## src/hw/rse_pkg.sv

```systemverilog
`default_nettype none
package rse_pkg;

	// instruction word layout
	localparam int unsigned  INSTR_W        = 14;
	localparam int unsigned  DATA_W         = 8;
	localparam int unsigned  ADDR_W         = 7;
	localparam int unsigned  DEST_BIT       = 7;
	localparam int unsigned  OPC_HI         = 13;
	localparam int unsigned  OPC_LO         = 8;
	localparam logic [5:0]   OPC_ROT_LEFT   = 6'h0d;
	localparam logic [5:0]   OPC_ROT_RIGHT  = 6'h0c;
	localparam logic [13:0]  INSTR_SLEEP    = 14'h0063;
	localparam logic [7:0]   WDOG_CLEAR_VAL = 8'h00;
	// reset values
	localparam logic [7:0]   W_RST          = 8'h00;
	localparam logic         CARRY_RST      = 1'b0;
	localparam logic         TIMEOUT_RST    = 1'b1;
	localparam logic         PWRDN_RST      = 1'b1;

	typedef enum logic [1:0] {
		RSE_OP_NONE,
		RSE_OP_ROT_LEFT,
		RSE_OP_ROT_RIGHT,
		RSE_OP_SLEEP
	} rse_op_t;

	// decoded view of one instruction word
	typedef struct packed {
		rse_op_t     op;
		logic        dest_file;
		logic [6:0]  addr;
	} rse_dec_t;

	// write-back request to the register file
	typedef struct packed {
		logic        we;
		logic [6:0]  addr;
		logic [7:0]  data;
	} rse_fwr_t;

endpackage : rse_pkg
`default_nettype wire

```

## src/hw/rse_decode.sv

```systemverilog
`timescale 1ns/1ps
`default_nettype none
module rse_decode (
	input  wire logic [13:0]        instr,
	output var  rse_pkg::rse_dec_t  dec
);
	// pure decode, one word, no operand fetch beyond the word itself
	always_comb begin
		dec.dest_file = instr[rse_pkg::DEST_BIT];
		dec.addr      = instr[rse_pkg::ADDR_W-1:0];
		if (instr[rse_pkg::OPC_HI:rse_pkg::OPC_LO] == rse_pkg::OPC_ROT_LEFT) begin
			dec.op = rse_pkg::RSE_OP_ROT_LEFT;
		end else if (instr[rse_pkg::OPC_HI:rse_pkg::OPC_LO] == rse_pkg::OPC_ROT_RIGHT) begin
			dec.op = rse_pkg::RSE_OP_ROT_RIGHT;
		end else if (instr == rse_pkg::INSTR_SLEEP) begin
			dec.op = rse_pkg::RSE_OP_SLEEP;
		end else begin
			dec.op = rse_pkg::RSE_OP_NONE;
		end
	end
endmodule : rse_decode
`default_nettype wire

```

## src/hw/rse_exec.sv

```systemverilog
// Contract
// - rotate left: bits move up, carry into bit 0, bit 7 to carry
// - rotate left result to working register if dest 0, else file
// - rotate right: bits move down, carry into bit 7, bit 0 to carry
// - rotate right result to working register if dest 0, else file
// - rotates decoded by opcode 001101/001100, dest bit, 7-bit address
// - power-down decoded from fixed word 0x0063, one cycle
// - power-down clears watchdog, sets timeout, clears powerdown, sleeps
`timescale 1ns/1ps
`default_nettype none
module rse_exec (
	input  wire logic         CORE_CLK,
	input  wire logic         RST_B,
	input  wire logic         INSTR_VALID,
	input  wire logic [13:0]  INSTR,
	input  wire logic [7:0]   FILE_RDATA,
	input  wire logic         WAKE,
	output logic      [6:0]   FILE_RADDR,
	output logic              FILE_WE,
	output logic      [6:0]   FILE_WADDR,
	output logic      [7:0]   FILE_WDATA,
	output logic      [7:0]   W_REG,
	output logic              CARRY,
	output logic              TIMEOUT_FLAG,
	output logic              POWERDOWN_FLAG,
	output logic              WATCHDOG_CLR,
	output logic              SLEEPING
);
	// all state in one register, written only by the always_ff below
	typedef struct packed {
		rse_pkg::rse_fwr_t  fwr;
		logic [7:0]         w;
		logic               carry;
		logic               timeout;
		logic               pwrdn;
		logic               wdog_clr;
		logic               sleep;
	} rse_state_t;

	rse_state_t         st_q;
	rse_state_t         st_d;
	rse_pkg::rse_dec_t  dec;
	logic [7:0]         rot;
	logic               rot_c;
	logic               go;

	rse_decode u_dec (
		.instr (INSTR),
		.dec   (dec)
	);

	// the file read is combinational on the address field, so the operand
	// is present in the same cycle; a sleeping core executes nothing
	assign FILE_RADDR = dec.addr;
	assign go         = INSTR_VALID && !st_q.sleep;

	// rotate datapath; carry is the registered flag, so back-to-back
	// rotates chain through it with no bypass needed
	always_comb begin
		rot   = FILE_RDATA;
		rot_c = st_q.carry;
		unique case (dec.op)
			rse_pkg::RSE_OP_ROT_LEFT: begin
				rot   = {FILE_RDATA[6:0], st_q.carry};
				rot_c = FILE_RDATA[7];
			end
			rse_pkg::RSE_OP_ROT_RIGHT: begin
				rot   = {st_q.carry, FILE_RDATA[7:1]};
				rot_c = FILE_RDATA[0];
			end
			rse_pkg::RSE_OP_SLEEP, rse_pkg::RSE_OP_NONE: begin
				rot   = FILE_RDATA;
				rot_c = st_q.carry;
			end
		endcase
	end

	// next state: every action completes in the cycle it is issued
	always_comb begin
		st_d          = st_q;
		st_d.fwr.we   = 1'h0;
		st_d.wdog_clr = 1'h0;
		// wake is external, it only ever ends sleep; go is low while asleep,
		// so a wake and a new power-down can never meet in one cycle
		if (st_q.sleep && WAKE) begin
			st_d.sleep = 1'h0;
		end
		if (go) begin
			unique case (dec.op)
				rse_pkg::RSE_OP_ROT_LEFT, rse_pkg::RSE_OP_ROT_RIGHT: begin
					st_d.carry = rot_c;
					if (dec.dest_file) begin
						st_d.fwr.we   = 1'h1;
						st_d.fwr.addr = dec.addr;
						st_d.fwr.data = rot;
					end else begin
						st_d.w = rot;
					end
				end
				rse_pkg::RSE_OP_SLEEP: begin
					st_d.wdog_clr = 1'h1;
					st_d.timeout  = 1'h1;
					st_d.pwrdn    = 1'h0;
					st_d.sleep    = 1'h1;
				end
				// unknown words change nothing
				rse_pkg::RSE_OP_NONE: begin
					st_d.w = st_q.w;
				end
			endcase
		end
	end

	// reset loads constants only, so the write strobe and the watchdog
	// pulse stay low until the first edge after release
	always_ff @(posedge CORE_CLK or negedge RST_B) begin
		if (!RST_B) begin
			st_q.fwr.we   <= 1'h0;
			st_q.fwr.addr <= 7'h00;
			st_q.fwr.data <= 8'h00;
			st_q.w        <= rse_pkg::W_RST;
			st_q.carry    <= rse_pkg::CARRY_RST;
			st_q.timeout  <= rse_pkg::TIMEOUT_RST;
			st_q.pwrdn    <= rse_pkg::PWRDN_RST;
			st_q.wdog_clr <= 1'h0;
			st_q.sleep    <= 1'h0;
		end else begin
			st_q <= st_d;
		end
	end

	// outputs straight from the state register
	assign FILE_WE        = st_q.fwr.we;
	assign FILE_WADDR     = st_q.fwr.addr;
	assign FILE_WDATA     = st_q.fwr.data;
	assign W_REG          = st_q.w;
	assign CARRY          = st_q.carry;
	assign TIMEOUT_FLAG   = st_q.timeout;
	assign POWERDOWN_FLAG = st_q.pwrdn;
	assign WATCHDOG_CLR   = st_q.wdog_clr;
	assign SLEEPING       = st_q.sleep;

	// rotate checks: result, carry and destination one edge after issue
	rot_left_a: assert property (@(posedge CORE_CLK) disable iff (!RST_B)
		go && dec.op == rse_pkg::RSE_OP_ROT_LEFT |=>
		CARRY == $past(FILE_RDATA[7]))
		else $error("rotate left carry wrong");
	rot_right_a: assert property (@(posedge CORE_CLK) disable iff (!RST_B)
		go && dec.op == rse_pkg::RSE_OP_ROT_RIGHT && !dec.dest_file |=>
		W_REG == {$past(CARRY), $past(FILE_RDATA[7:1])} && CARRY == $past(FILE_RDATA[0]))
		else $error("rotate right result wrong");
	left_dest_a: assert property (@(posedge CORE_CLK) disable iff (!RST_B)
		go && dec.op == rse_pkg::RSE_OP_ROT_LEFT && dec.dest_file |=>
		FILE_WE && FILE_WDATA == {$past(FILE_RDATA[6:0]), $past(CARRY)} && $stable(W_REG))
		else $error("rotate left file write wrong");
	right_dest_a: assert property (@(posedge CORE_CLK) disable iff (!RST_B)
		go && dec.op == rse_pkg::RSE_OP_ROT_RIGHT && dec.dest_file |=>
		FILE_WE && FILE_WADDR == $past(INSTR[6:0]))
		else $error("rotate right file write wrong");
	left_wreg_a: assert property (@(posedge CORE_CLK) disable iff (!RST_B)
		go && dec.op == rse_pkg::RSE_OP_ROT_LEFT && !dec.dest_file |=>
		W_REG == {$past(FILE_RDATA[6:0]), $past(CARRY)} && !FILE_WE)
		else $error("rotate left working register wrong");
	left_addr_a: assert property (@(posedge CORE_CLK) disable iff (!RST_B)
		go && dec.op == rse_pkg::RSE_OP_ROT_LEFT && dec.dest_file |=>
		FILE_WADDR == $past(INSTR[6:0]))
		else $error("rotate left file address wrong");
	right_data_a: assert property (@(posedge CORE_CLK) disable iff (!RST_B)
		go && dec.op == rse_pkg::RSE_OP_ROT_RIGHT && dec.dest_file |=>
		FILE_WDATA == {$past(CARRY), $past(FILE_RDATA[7:1])} && $stable(W_REG))
		else $error("rotate right file data wrong");
	// of the flags, only the carry may move on a rotate
	rot_flags_a: assert property (@(posedge CORE_CLK) disable iff (!RST_B)
		go && (dec.op == rse_pkg::RSE_OP_ROT_LEFT ||
		dec.op == rse_pkg::RSE_OP_ROT_RIGHT) |=>
		$stable(TIMEOUT_FLAG) && $stable(POWERDOWN_FLAG) && !WATCHDOG_CLR)
		else $error("rotate touched a flag other than carry");
	// decode checks
	rot_decode_a: assert property (@(posedge CORE_CLK) disable iff (!RST_B)
		INSTR[13:8] == 6'h0d |-> dec.op == rse_pkg::RSE_OP_ROT_LEFT)
		else $error("rotate left not decoded");
	right_decode_a: assert property (@(posedge CORE_CLK) disable iff (!RST_B)
		INSTR[13:8] == 6'h0c |-> dec.op == rse_pkg::RSE_OP_ROT_RIGHT)
		else $error("rotate right not decoded");
	sleep_match_a: assert property (@(posedge CORE_CLK) disable iff (!RST_B)
		INSTR == 14'h0063 |-> dec.op == rse_pkg::RSE_OP_SLEEP)
		else $error("power-down word not decoded");
	// a word that decodes to nothing must leave W_REG and CARRY alone and raise no strobe
	idle_word_a: assert property (@(posedge CORE_CLK) disable iff (!RST_B)
		go && dec.op == rse_pkg::RSE_OP_NONE |=>
		$stable(W_REG) && $stable(CARRY) && !FILE_WE && !WATCHDOG_CLR)
		else $error("unknown word changed state");
	// power-down checks
	sleep_decode_a: assert property (@(posedge CORE_CLK) disable iff (!RST_B)
		go && INSTR == 14'h0063 |=> SLEEPING && WATCHDOG_CLR)
		else $error("sleep not executed in one cycle");
	sleep_flags_a: assert property (@(posedge CORE_CLK) disable iff (!RST_B)
		go && dec.op == rse_pkg::RSE_OP_SLEEP |=>
		TIMEOUT_FLAG && !POWERDOWN_FLAG ##1 !WATCHDOG_CLR)
		else $error("sleep flags wrong");
	// a sleeping core ignores every word until the wake input
	sleep_hold_a: assert property (@(posedge CORE_CLK) disable iff (!RST_B)
		SLEEPING && !WAKE |=> SLEEPING && !FILE_WE && $stable(W_REG) && $stable(CARRY))
		else $error("sleeping core changed state");
	wake_exit_a: assert property (@(posedge CORE_CLK) disable iff (!RST_B)
		SLEEPING && WAKE |=> !SLEEPING && !FILE_WE)
		else $error("wake did not end sleep");
	// only a rotate to the file may raise the write strobe
	no_write_a: assert property (@(posedge CORE_CLK) disable iff (!RST_B)
		!go || dec.op == rse_pkg::RSE_OP_SLEEP || dec.op == rse_pkg::RSE_OP_NONE ||
		!dec.dest_file |=> !FILE_WE)
		else $error("file write without rotate");
	// coverage of the main scenarios
	cov_left_c: cover property (@(posedge CORE_CLK) go && dec.op == rse_pkg::RSE_OP_ROT_LEFT);
	cov_right_c: cover property (@(posedge CORE_CLK) go && dec.op == rse_pkg::RSE_OP_ROT_RIGHT);
	cov_sleep_c: cover property (@(posedge CORE_CLK) go && dec.op == rse_pkg::RSE_OP_SLEEP);
	cov_wake_c: cover property (@(posedge CORE_CLK) SLEEPING ##1 !SLEEPING);
	cov_file_c: cover property (@(posedge CORE_CLK) FILE_WE ##1 FILE_WE);
endmodule : rse_exec
`default_nettype wire

```

## config.mk

```make
export PLATFORM = sky130hd
export DESIGN_NAME = rse_exec
export DESIGN_NICKNAME = d
export VERILOG_FILES = /design/src/hw/rse_pkg.sv /design/src/hw/rse_decode.sv /design/src/hw/rse_exec.sv
export SDC_FILE = /design/constraint.sdc
export NUM_CORES = 1
export LEC_CHECK = 0
export BUFFER_PORTS_ARGS = -buffer_cell sky130_fd_sc_hd__buf_2
export CAP_MARGIN = 20
export CORE_MARGIN = 3
export CORE_UTILIZATION = 45
export CTS_CLUSTER_DIAMETER = 50
export CTS_CLUSTER_SIZE = 40
export DETAILED_ROUTE_END_ITERATION = 10
export PLACE_DENSITY = 0.87
export SYNTH_ARGS = -nofsm -noshare
export SYNTH_HDL_FRONTEND = slang
export SYNTH_SLANG_ARGS = --single-unit
export TNS_END_PERCENT = 5
```

## constraint.sdc

```tcl
create_clock -name CORE_CLK -period 1.7 [get_ports CORE_CLK]
set_input_delay 0.255 -clock CORE_CLK [delete_from_list [all_inputs] [get_ports CORE_CLK]]
set_output_delay 0.255 -clock CORE_CLK [all_outputs]
set_load 0.05 [all_outputs]
```

==> flow_metrics.tcl <==
set metrics [dict create \
    post-synth-top-count-cell "dfrtp_1" \
    fillers 239 \
    worst_hold_slack_ns 0.0822 \
    dpl.cell_count 241 \
    reg2regPathDepth 4 \
    synth_edf_count 0 \
    tightestPinTransition_ns 0.602 \
    instances_no_fill 249 \
    run_status "complete, but fails checks" \
    r2r_start "SLEEPING" \
    die-height_um 63.2 \
    drive_gt1_frac 0.576 \
    dp.final_hpwl_um 2530 \
    ir_drop_uv 692 \
    numCtsBuffers 3 \
    core_area_um2 3080 \
    drt_iter0_markers 28 \
    place_ws_ns -1.05 \
    r2r-end "W_REG[5]" \
    synth_cell_type_count 34 \
    final_max_slew_viol_count 0 \
    floorplan.die_area_um2 4000 \
    wirelength_um 3630 \
    routabilityCongestion 0.799 \
    diodes 0 \
    r2r_setup_slack_ns 0.25 \
    relSlewSlack 0.599 \
    p_leak_nw 1.10 \
    die-width_um 63.2 \
    syn_area_per_cell_um2 10.9 \
    clock_skew_ns 0.00675 \
    yosysTopAreaCell "dfrtp_1" \
    crit_arrival_ns 2.40 \
    cts_tree "yes" \
    yosysWarnings 0 \
    ant_nets 0 \
    cts_sinks 28 \
    num_rows 20 \
    clk_pin_slew_ns 0.14 \
    ys_seq_area_frac 0.476 \
    grt_pass1_vias 1343 \
    drc_errors 0 \
    post-route-util 0.707 \
    grtUsageTotal 0.194 \
    end_kind "flip-flop" \
    area_delta_synth_final_pct 47.7 \
    htree_levels 1 \
    start_kind "input port" \
    floorplan.initialDensity 0.479 \
    layout.nets 234 \
    violations "setup timing" \
    critPathRequiredTime_ns 1.92 \
    via_count 1300 \
    synthFlopType "dfrtp_1" \
    crit_end "W_REG[5]" \
    path_max_fanout 8 \
    vias_per_cell 5.22 \
    critPathKind "in2reg" \
    synth_common_cells "27 x dfrtp_1, 16 x nand2_1, 15 x o31ai_1" \
    wire_per_inst_um 14.6 \
    min_path_cells 2 \
    grt_start_max_net_pins 29 \
    synth_cells 135 \
    clk_latency_ns 0.33 \
    ys_ff_latch 28 \
    rsz0062_at_grt "yes" \
    first_pass_iters 4 \
    portBuffers 60 \
    antenna_found_initial 0 \
    cts_buffer_depth 2 \
    timing.final.ws_setup_ns -0.483 \
    fin_crit_ns 2.18 \
    synth_top_area_frac 0.458 \
    fmax_mhz 458 \
    grt_overflow 0 \
    pin_count 62 \
    syn-num-nets 163 \
    grt_pass1_wl_um 6150 \
    maxCapViolCount 0 \
    syn_area_um2 1470 \
    finalPower_mw 1.87 \
    crit_path_start "INSTR[10]" \
    async_flop_share 1.00 \
    clockRootBuffer "clkbuf_4" \
    p_per_area_nw_per_um2 860 \
    setup-violations-final 25 \
    synthTopCellsByArea "dfrtp_1 46%, o31ai_1 7.6%, mux2_1 5.3%" \
    period_share 1.28 \
    hold_viol 0 \
    hp-class "in2reg" \
]
==> worst min-delay path by stage <==
stage | start | endpoint | slack [ns]
after floorplan | RST_B | CARRY | -0.04
after global placement | RST_B | FILE_WE | 0.29
after detailed placement | RST_B | FILE_WE | 0.30
after CTS | WAKE | SLEEPING | 0.07
after global routing | WAKE | SLEEPING | 0.11
final | WAKE | SLEEPING | 0.08
==> through the flow <==
stage | TNS [ns] | cell area (µm²)
after CTS | -8.50 | 2140
final | -10.18 | 2180
after floorplan | -14.44 | 1510
after global routing | -12.22 | 2180
after detailed placement | -23.27 | 1880
after global placement | -19.07 | 1880
==> area by class of cell <==
type | count | area [µm²] | share of cell area
Clock buffer | 4 | 36.3 | 0.0167
Tap cell | 44 | 55.1 | 0.0253
Timing Repair Buffer | 84 | 544 | 0.250
Sequential cell | 28 | 702 | 0.322
Multi-Input combinational cell | 86 | 828 | 0.380
Inverter | 3 | 11.3 | 0.00517
==> worst max-delay path, stage by stage <==
cell	delay, ns
buf_8	0.10
nor4b_4	0.29
nand4b_1	0.23
a211oi_2	0.27
buf_4	0.16
ha_4	0.20
or4b_4	0.57
buf_16	0.19
nand2_1	0.08
o31ai_2	0.06
==> report_power, final <==
group          total (mW)  internal, mW  leakage [nW]  switching [mW]
clock network       0.329         0.131        0.0210           0.198
registers           0.810         0.752         0.372          0.0578
logic               0.733         0.217         0.702           0.517
total                1.87          1.10          1.10           0.772
==> flip-flops by register name, summed over array words and instances (netlist names) <==
| name | count |
|---|---|
| FILE_WDATA | 8 |
| W_REG | 8 |
| FILE_WADDR | 7 |
| CARRY | 1 |
| FILE_WE | 1 |
| POWERDOWN_FLAG | 1 |
| SLEEPING | 1 |
| WATCHDOG_CLR | 1 |
==> cells in the final DEF, fill, tap and decap left out, drive strengths merged <==
master	instances
mux2	7
nor4bb	1
nor4b	1
o21ai	1
nand3	1
nand4bb	1
nand2	18
nand4b	1
conb	1
dfstp	1
mux2i	1
a211oi	1
and3	1
nor2	1
buf	83
o31a	1
a22o	8
ha	2
clkbuf	4
o31ai	17
nor3	1
or4b	1
dfrtp	27
a21oi	9
dlygate4sd3	1
or3	1
and2	1
inv	3
nor3b	9
==> cells by family (layout without fill, tap and decap cells) <==
group | count (synthesis) | count (layout) | synth area share
adders and majority gates | 2 | 2 | 0.0170
buffers and inverters | 21 | 91 | 0.0857
AOI/OAI and AO/OA | 37 | 37 | 0.198
DFF | 28 | 28 | 0.476
other | 1 | 1 | 0.00254
and+or+nand+nor | 38 | 38 | 0.160
muxes | 8 | 8 | 0.0603
==> routing by layer <==
metal	part of all wire	track usage	vias to the layer above
met1	0.43	0.241	622
met5	0	0	-
met2	0.50	0.339	46
li1	-	-	628
met3	0.057	0.0321	4
met4	0.0083	0.0674	0
==> timing repair <==
action,in CTS,in global routing
pin swaps,11,5
setup endpoints to repair,25,27
gates cloned,1,0
endpoints found under the hold margin,27,0
buffers inserted,1,1
resized for setup,34,7
hold buffers,1,0
(Power assumes the default switching activity.)
